==> src/verilog/dcc_pkg.sv <==
// Purpose: Shared constants and types for the dual comparator control block.
// Assumes: 8-bit special-function register space, one system clock.
// Notes: Bit layout is identical for both comparator control registers.
package dcc_pkg;

   // ****************************************
   // Addresses and field positions
   // ****************************************
   localparam logic [7:0] DCC_CMP0_ADDR = 8'h9E; // First control register
   localparam logic [7:0] DCC_CMP1_ADDR = 8'h9F; // Second control register
   localparam logic [7:0] DCC_CTRL_RESET = 8'h00; // Reset value of both
   localparam int DCC_EN_BIT = 7; // Enable
   localparam int DCC_OUT_BIT = 6; // Output state
   localparam int DCC_RISE_BIT = 5; // Rising flag
   localparam int DCC_FALL_BIT = 4; // Falling flag
   localparam int DCC_HYP_HI = 3; // Positive hysteresis field
   localparam int DCC_HYP_LO = 2;
   localparam int DCC_HYN_HI = 1; // Negative hysteresis field
   localparam int DCC_HYN_LO = 0;
   localparam int DCC_NUM_CMP = 2; // Channel count

   // ****************************************
   // Types
   // ****************************************
   // Register access from the processor core
   typedef struct packed {
      logic [7:0] addr; // Special-function address
      logic wr; // Write strobe
      logic rd; // Read strobe
      logic [7:0] wdata; // Write data
   } dcc_sfr_req_t;

   // Settings driven to one analog core
   typedef struct packed {
      logic enable; // Core powered
      logic [1:0] hyst_pos; // Positive hysteresis code
      logic [1:0] hyst_neg; // Negative hysteresis code
   } dcc_core_ctrl_t;

endpackage

==> src/verilog/dcc_channel.sv <==
// Purpose: One comparator channel: synchroniser, edge flags, control bits.
// Assumes: Raw comparator output is asynchronous to ref_clk.
// Notes: Register written only when its own select is high.
`timescale 1ns/10ps
module dcc_channel (
   input wire logic ref_clk,
   input wire logic rst_b,
   input wire logic cmp_raw,
   input wire logic sel_wr,
   input wire logic [7:0] wdata,
   output logic [7:0] reg_value,
   output dcc_pkg::dcc_core_ctrl_t core_ctrl,
   output logic cmp_out_gated,
   output logic rise_irq,
   output logic fall_irq
);
   import dcc_pkg::*;

   logic sync1_q; // First synchroniser stage
   logic sync2_q; // Second stage, safe to use
   logic prev_q; // Previous sample for edges
   logic en_q; // Enable bit
   logic rise_q; // Sticky rising flag
   logic fall_q; // Sticky falling flag
   logic [1:0] hyp_q; // Positive hysteresis
   logic [1:0] hyn_q; // Negative hysteresis
   logic rise_evt; // Rising edge seen
   logic fall_evt; // Falling edge seen

   // ****************************************
   // Synchroniser
   // ****************************************
   // Two flops before any logic looks at the analog output
   always_ff @(posedge ref_clk) begin
      if (!rst_b) begin
         sync1_q <= 1'h0;
         sync2_q <= 1'h0;
         prev_q <= 1'h0;
      end else begin
         sync1_q <= cmp_raw;
         sync2_q <= sync1_q;
         prev_q <= sync2_q;
      end
   end

   // Edges only count while enabled
   assign rise_evt = en_q && sync2_q && !prev_q;
   assign fall_evt = en_q && !sync2_q && prev_q;

   // ****************************************
   // Control and flags
   // ****************************************
   // Control fields, written by software
   always_ff @(posedge ref_clk) begin
      if (!rst_b) begin
         en_q <= DCC_CTRL_RESET[DCC_EN_BIT];
         hyp_q <= DCC_CTRL_RESET[DCC_HYP_HI:DCC_HYP_LO];
         hyn_q <= DCC_CTRL_RESET[DCC_HYN_HI:DCC_HYN_LO];
      end else if (sel_wr) begin
         en_q <= wdata[DCC_EN_BIT];
         hyp_q <= wdata[DCC_HYP_HI:DCC_HYP_LO];
         hyn_q <= wdata[DCC_HYN_HI:DCC_HYN_LO];
      end
   end

   // Sticky flags: hardware event wins over a software write
   always_ff @(posedge ref_clk) begin
      if (!rst_b) begin
         rise_q <= DCC_CTRL_RESET[DCC_RISE_BIT];
         fall_q <= DCC_CTRL_RESET[DCC_FALL_BIT];
      end else begin
         if (rise_evt) begin
            rise_q <= 1'h1;
         end else if (sel_wr) begin
            rise_q <= wdata[DCC_RISE_BIT];
         end
         if (fall_evt) begin
            fall_q <= 1'h1;
         end else if (sel_wr) begin
            fall_q <= wdata[DCC_FALL_BIT];
         end
      end
   end

   // ****************************************
   // Outputs
   // ****************************************
   // Read view; output bit is the live synchronised state
   assign reg_value = {en_q, sync2_q, rise_q, fall_q, hyp_q, hyn_q};
   assign core_ctrl.enable = en_q;
   assign core_ctrl.hyst_pos = hyp_q;
   assign core_ctrl.hyst_neg = hyn_q;
   // Pin output forced low while disabled
   assign cmp_out_gated = en_q & sync2_q;
   // Interrupt requests follow the flags, suspended while off
   assign rise_irq = en_q & rise_q;
   assign fall_irq = en_q & fall_q;

endmodule // dcc_channel

==> src/verilog/dcc_top.sv <==
// Purpose: Two-channel comparator control with special-function registers.
// Assumes: Core issues single-cycle rd/wr strobes on ref_clk.
// Notes: Read data registered, valid the cycle after rd.
`timescale 1ns/10ps
module dcc_top (
   input wire logic ref_clk,
   input wire logic rst_b,
   input dcc_pkg::dcc_sfr_req_t sfr_req,
   output logic [7:0] sfr_rdata,
   output logic sfr_hit,
   input wire logic [1:0] cmp_raw,
   input wire logic [1:0] pin_push_pull,
   input wire logic cmp0_reset_select,
   output dcc_pkg::dcc_core_ctrl_t [1:0] core_ctrl,
   output logic [1:0] cmp_pin_out,
   output logic [1:0] cmp_pin_oe,
   output logic [1:0] cmp_irq_req,
   output logic cmp0_reset_req
);
   import dcc_pkg::*;

   logic [1:0] sel_wr; // Per-channel write select
   logic [7:0] reg_value [DCC_NUM_CMP]; // Per-channel read view
   logic [1:0] gated; // Gated comparator outputs
   logic [1:0] rise_irq; // Rise requests
   logic [1:0] fall_irq; // Fall requests
   logic [7:0] rdata_d; // Next read data
   logic hit_d; // Address decodes
   logic [7:0] rdata_q; // Registered read data
   logic hit_q; // Registered hit
   logic [1:0] pin_out_q; // Registered pin data
   logic [1:0] pin_oe_q; // Registered pin enable
   logic [1:0] irq_q; // Registered interrupt requests
   logic rst_req_q; // Registered reset request

   // ****************************************
   // Address decode
   // ****************************************
   // Each register at its own address
   always_comb begin
      sel_wr = 2'h0;
      if (sfr_req.wr && sfr_req.addr == DCC_CMP0_ADDR) begin
         sel_wr[0] = 1'h1;
      end else if (sfr_req.wr && sfr_req.addr == DCC_CMP1_ADDR) begin
         sel_wr[1] = 1'h1;
      end
   end

   // Read mux; unmapped addresses read zero without a hit
   always_comb begin
      rdata_d = 8'h00;
      hit_d = 1'h0;
      if (sfr_req.addr == DCC_CMP0_ADDR) begin
         rdata_d = reg_value[0];
         hit_d = 1'h1;
      end else if (sfr_req.addr == DCC_CMP1_ADDR) begin
         rdata_d = reg_value[1];
         hit_d = 1'h1;
      end
   end

   // ****************************************
   // Channels
   // ****************************************
   // Two identical channels
   for (genvar i = 0; i < DCC_NUM_CMP; i++) begin : g_ch
      dcc_channel u_ch (
         .ref_clk(ref_clk),
         .rst_b(rst_b),
         .cmp_raw(cmp_raw[i]),
         .sel_wr(sel_wr[i]),
         .wdata(sfr_req.wdata),
         .reg_value(reg_value[i]),
         .core_ctrl(core_ctrl[i]),
         .cmp_out_gated(gated[i]),
         .rise_irq(rise_irq[i]),
         .fall_irq(fall_irq[i])
      );
   end

   // ****************************************
   // Registered outputs
   // ****************************************
   // Read data captured on rd
   always_ff @(posedge ref_clk) begin
      if (!rst_b) begin
         rdata_q <= 8'h00;
         hit_q <= 1'h0;
      end else if (sfr_req.rd) begin
         rdata_q <= rdata_d;
         hit_q <= hit_d;
      end else begin
         hit_q <= 1'h0;
      end
   end

   // Pin driver: push-pull drives both levels, open drain only low
   always_ff @(posedge ref_clk) begin
      if (!rst_b) begin
         pin_out_q <= 2'h0;
         pin_oe_q <= 2'h0;
      end else begin
         pin_out_q <= gated;
         pin_oe_q <= pin_push_pull | ~gated;
      end
   end

   // Interrupt requests: rise, fall, or both flags
   always_ff @(posedge ref_clk) begin
      if (!rst_b) begin
         irq_q <= 2'h0;
      end else begin
         irq_q <= rise_irq | fall_irq;
      end
   end

   // Reset request from the first channel only; a low output qualifies
   always_ff @(posedge ref_clk) begin
      if (!rst_b) begin
         rst_req_q <= 1'h0;
      end else begin
         rst_req_q <= cmp0_reset_select & core_ctrl[0].enable & ~reg_value[0][DCC_OUT_BIT];
      end
   end

   assign sfr_rdata = rdata_q;
   assign sfr_hit = hit_q;
   assign cmp_pin_out = pin_out_q;
   assign cmp_pin_oe = pin_oe_q;
   assign cmp_irq_req = irq_q;
   assign cmp0_reset_req = rst_req_q;

endmodule // dcc_top

==> config.mk <==
export PLATFORM = sky130hd
export DESIGN_NAME = dcc_top
export DESIGN_NICKNAME = d
export VERILOG_FILES = /design/src/verilog/dcc_pkg.sv /design/src/verilog/dcc_channel.sv /design/src/verilog/dcc_top.sv
export SDC_FILE = /design/constraint.sdc
export NUM_CORES = 1
export LEC_CHECK = 0
export BUFFER_PORTS_ARGS = -buffer_cell sky130_fd_sc_hd__buf_2
export CAP_MARGIN = 20
export CORE_UTILIZATION = 25
export CTS_CLUSTER_DIAMETER = 60
export DETAILED_ROUTE_END_ITERATION = 16
export PLACE_DENSITY = 0.47
export SLEW_MARGIN = 30
export SYNTH_ARGS = -nofsm -noshare
export SYNTH_HDL_FRONTEND = slang
export SYNTH_HIERARCHICAL = 1
export SYNTH_SLANG_ARGS = --single-unit
==> constraint.sdc <==
create_clock -name ref_clk -period 3.51 [get_ports ref_clk]
set_input_delay 0 -clock ref_clk [delete_from_list [all_inputs] [get_ports ref_clk]]
set_output_delay 0 -clock ref_clk [all_outputs]
set_load 0.05 [all_outputs]
# Word-level counts from Yosys, hierarchy flattened
# Index checks and enable logic that the tools add are counted.
# word_totals
regBits	36
inputBits	25
output_inout_bits	26
elab_cells	70
# classes
eq_ne	2
muxes	15
bitwise_logic	12
reduce_logical	19
# ops
cell	n
8-bit equality test (second input constant)	2
8-bit two-way mux	2
1-bit two-way mux	13
1-bit logical AND	10
1-bit bitwise AND	8
2-bit nonzero test	4
1-bit zero test	4
2-bit bitwise OR	2
2-bit NOT	1
2-bit AND reduction	1
1-bit NOT	1

# Longest topological paths before layout
# logic_depth
ltp_word	6
mapped_depth	6
mapped_depth_nobuf	4

# Cells and area by module
# Netlist, hierarchy kept.
# by_module_without_submodules
module	n_inst	cells_per_inst	area_per_inst_um2	seq_area_each_um2
dcc_channel	2	42	447.9	200.2
dcc_top	1	61	713.2	320.3

# Worst setup path before layout
# OpenSTA, ideal clock, no wires.
# synth_path
path_kind	input port to flip-flop
start	input sfr_req[15] in the netlist's numbering
end	register g_ch[0].u_ch.fall_q
setup_ps	119
arrival_time_ps	1173
t_required_ps	3391
setup_slack_ps	2218
path_stages	6
path_cell_list	or3b_4 > buf_6 > nor4_1 > buf_6 > mux2i_1 > a21boi_1
# synth_between
elab_chain_cells	4
# synth_rtl
item	line_no	source
from (decl)	dcc_top.sv:8	input dcc_pkg::dcc_sfr_req_t sfr_req,
8-bit equality test	dcc_top.sv:42	if (sfr_req.wr && sfr_req.addr == DCC_CMP0_ADDR) begin
1-bit logical AND	dcc_top.sv:42	
1-bit two-way mux	dcc_top.sv:42	
named net sel_wr[0]	dcc_top.sv:22	logic [1:0] sel_wr;
2-bit nonzero test (no line)	-	
to (signal assigned)	dcc_channel.sv:70	fall_q <= DCC_CTRL_RESET[DCC_FALL_BIT];
to (signal assigned)	dcc_channel.sv:80	fall_q <= wdata[DCC_FALL_BIT];
to (decl)	dcc_channel.sv:24	logic fall_q;
# The timed path passes the listed nets, and every way through them passes these cells.
# A chain may end at the register's enable or synchronous reset.

# Worst setup path after layout
# layout_path
start	input sfr_req[11] in the netlist's numbering
end	register g_ch[1].u_ch.hyn_q[1]
# layout_between
elab_chain_cells	4
# layout_rtl
item	line_no	source
8-bit equality test	dcc_top.sv:44	end else if (sfr_req.wr && sfr_req.addr == DCC_CMP1_ADDR) begin
1-bit logical AND	dcc_top.sv:44	
1-bit two-way mux	dcc_top.sv:44	
1-bit two-way mux (*)	dcc_top.sv:42	
named net sel_wr[1]	dcc_top.sv:22	
to (signal assigned)	dcc_channel.sv:58	hyn_q <= DCC_CTRL_RESET[DCC_HYN_HI:DCC_HYN_LO];
to (signal assigned)	dcc_channel.sv:62	hyn_q <= wdata[DCC_HYN_HI:DCC_HYN_LO];
to (decl)	dcc_channel.sv:26	logic [1:0] hyn_q;
# The timed path passes the listed nets; every way through them passes the cells marked *.

==> summary.txt <==
Synth
  • Mapped cell area: 1610 µm²
  • Area share of xor/xnor cells in the synthesized design: 0
  • Mapped Cells: 145
  • Register area share after synthesis: 0.448
  • Post-synthesis compound-gate area fraction: 0.114
  • Post-synthesis adder-cell area fraction: 0
  • Count of different cell masters after synthesis: 21
  • Multiplexer share of the synthesized area: 0.137
  • Syn Nets: 170
  • Simple-gate share of the synthesized area: 0.180
  • Synth Register Bits: 36
  • Yosys warnings: 6
  • Largest family of logic cells by synthesized area: simple AND/OR/NAND/NOR gates
  • Avg Cell Area, Syn: 11.1 µm²

Cells and area
  • Commonest non-fill, non-tap cell in the layout: buf_2
  • Fillers: 656
  • N_diodes: 0
  • Most frequent cells in the layout: buf_2, dfxtp_1, mux2i_1
  • Syn-to-layout area delta: 23.3%
  • Max FFs per register: 8
  • Ratio of cells with drive above 1 in the final layout: 0.353
  • Post-Layout Cell Count: 265
  • Final nets: 214

Detailed routing
  • Drt initial violations: 35
  • Vias/cell: 4.22
  • DR DRC count: 0
  • Drt pass-1 iters: 4
  • Average wire per standard cell: 12.2 µm
  • Detailed Route WL: 3.23 mm
  • DR vias: 1117
  • Final ANT Viol Nets: 0

STA
  • Final setup viols: 0
  • Hold Fails Final Rpt: 0
  • Slew Limit Fails: 0
  • Fin crit period: 1.73 ns
  • Setup TNS: 0 ns
  • Slew @ Worst Pin: 0.687 ns
  • Clock skew: 0.00266 ns
  • Peak Freq: 579 MHz
  • Max-slew headroom: 0.541
  • Final setup margin: 1.78 ns
  • Tcrit/Tclk final: 0.492
  • Unrepaired setup endpoints after global routing: no

Worst setup path
  • Arrival @ worst endpoint: 1.91 ns
  • CP Max Fanout: 11
  • Startpoint Class: input pin
  • CP Class: in2reg
  • Critical Path RT: 3.69 ns
  • Crit. End Element: flop

Power
  • Peak VDD IR: 171 µV
  • Switching part of the total: 0.219
  • P_leak: 0.849 nW
  • Flop pwr share: 0.540
  • Comb power frac: 0.072
  • Psw: 0.000168 W
  • P_int: 0.000599 W
  • Clock power share: 0.388
  • PD cells: 387 nW/µm²

Clock network
  • Post-CTS Resized: 0
  • CTS root buf: clkbuf_8
  • # clock sinks: 36
  • CTS clock-pin slew for the worst setup and hold paths: 0.07 ns
  • CTS Buf Count: 5
  • CTS tree: yes
  • H-tree depth: 2
  • CTS Buffer Depth: 2
  • Skew-Pair Late Insertion Delay: 0.28 ns

Die
  • Std cell rows: 28
  • Die area: 6760 µm²
  • Die W: 82.2 µm
  • IO Pins: 51
  • DIE HEIGHT: 82.2 µm
  • Core Area: 6060 µm²
  • Initial Utilization: 0.265

Placed design
  • Worst slack, placed: 1.42 ns
  • HPWL after DPL: 2.31 mm
  • Number of buffers inserted by port buffering: 49
  • Dpl cells: 247
  • GP Congestion: 0.681

Outcome
  • Status: completed

Global route
  • Vias in the first global route: 1055
  • Grt ovf: 0
  • Overall Global Routing Usage: 0.104
  • First-pass GRT wire length: 5.15 mm
  • Largest net degree at the start of global routing: 37
  • Antenna violations before repair: 0

Flow run
  • Max-cap violations: 0

Hold path
  • Worst Hold Class: in2reg
## layer usage
metal | GRT usage | vias to the layer above | share of wire
met2 | 0.152 | 30 | 0.45
met4 | 0.0579 | 0 | 0.022
li1 | - | 571 | -
met5 | 0 | - | 0
met1 | 0.133 | 508 | 0.45
met3 | 0.0363 | 8 | 0.070
## stage by stage
| step | instance area, µm² | util | power, W | hold WS [ns] |
|---|---|---|---|---|
| 2_1_floorplan | 1610 | - | 0.000450 | 0.122 |
| 3_3_place_gp | 1790 | 0.296 | 0.000471 | 0.210 |
| 3_5_place_dp | 1790 | 0.296 | 0.000471 | 0.210 |
| 4_1_cts | 1980 | 0.327 | 0.000782 | 0.0324 |
| 5_1_grt | 1980 | 0.327 | 0.000802 | 0.0279 |
| 6_report | 1980 | 0.327 | 0.000767 | 0.0328 |
## synthesized netlist by cell type
| cell type | instances | area (µm²) |
|---|---|---|
| dfxtp_1 | 36 | 721 |
| mux2i_1 | 22 | 220 |
| buf_4 | 18 | 135 |
| and2_1 | 14 | 87.6 |
| nand3b_1 | 12 | 90.1 |
| nor2b_1 | 10 | 62.6 |
| o41ai_2 | 7 | 114 |
| a21boi_1 | 4 | 30.0 |
| inv_1 | 4 | 15.0 |
| buf_6 | 3 | 33.8 |
| a21boi_0 | 2 | 15.0 |
| clkbuf_1 | 2 | 7.51 |
| nor4_1 | 2 | 12.5 |
| o21a_1 | 2 | 15.0 |
| and4b_1 | 1 | 10.0 |
| buf_2 | 1 | 5.00 |
| nand2_1 | 1 | 3.75 |
| nand4_1 | 1 | 6.26 |
| nor3_1 | 1 | 5.00 |
| o41ai_1 | 1 | 8.76 |
| or3b_4 | 1 | 11.3 |
## path summary, 6_finish.rpt
kind / startpoint / to / slack (ns) / depth (start not counted)
hold reg to reg: g_ch[0].u_ch/sync1_q$_SDFF_PN0_ / g_ch[0].u_ch/sync2_q$_SDFF_PN0_ / 0.43 / 1
setup reg to reg: g_ch[0].u_ch/en_q$_SDFFE_PN0P_ / sfr_rdata[7]$_SDFFE_PN0P_ / 2.62 / 2
hold / removal: sfr_req[5] / g_ch[0].u_ch/rise_q$_SDFFE_PN0P_ / 0.03 / 3
setup / recovery: sfr_req[11] / g_ch[1].u_ch/hyn_q[1]$_SDFFE_PN0P_ / 1.78 / 6
## critical path: stages
cell and delay (ns):
buf_2 0.08, nand4_1 0.54, nor4_2 0.77, buf_4 0.27, mux2i_1 0.19, nor2b_1 0.06
## cells by family (layout without fill, tap and decap cells)
| kind of cell | Yosys count | after routing |
|---|---|---|
| simple gates | 43 | 43 |
| flops | 36 | 36 |
| compound gates | 16 | 16 |
| buf+inv | 28 | 73 |
| mux | 22 | 22 |
## what timing repair did
action                                 in CTS  in global routing
setup buffers                               0                  0
endpoints found under the hold margin      14                  0
hold buffers                               10                  0
## layout make-up
class / instances / area [µm²] / share of cell area
clock buffer: 8 / 90.1 / 0.0454
inverter: 4 / 15.0 / 0.00757
multi-input combinational: 81 / 704 / 0.355
sequential: 36 / 721 / 0.363
tap: 75 / 93.8 / 0.0473
timing repair buffer: 61 / 360 / 0.182
## power groups by stage
| stage | Combinational (W) | Sequential [W] | Clock (W) |
|---|---|---|---|
| 4_1_cts | 0.0000561 | 0.000414 | 0.000311 |
| 3_3_place_gp | 0.0000476 | 0.000424 | 0 |
| 2_1_floorplan | 0.0000222 | 0.000428 | 0 |
| 3_5_place_dp | 0.0000476 | 0.000424 | 0 |
| 6_report | 0.0000550 | 0.000415 | 0.000298 |
| 5_1_grt | 0.0000603 | 0.000415 | 0.000327 |
Note: power is estimated with default switching activity, not from simulation.
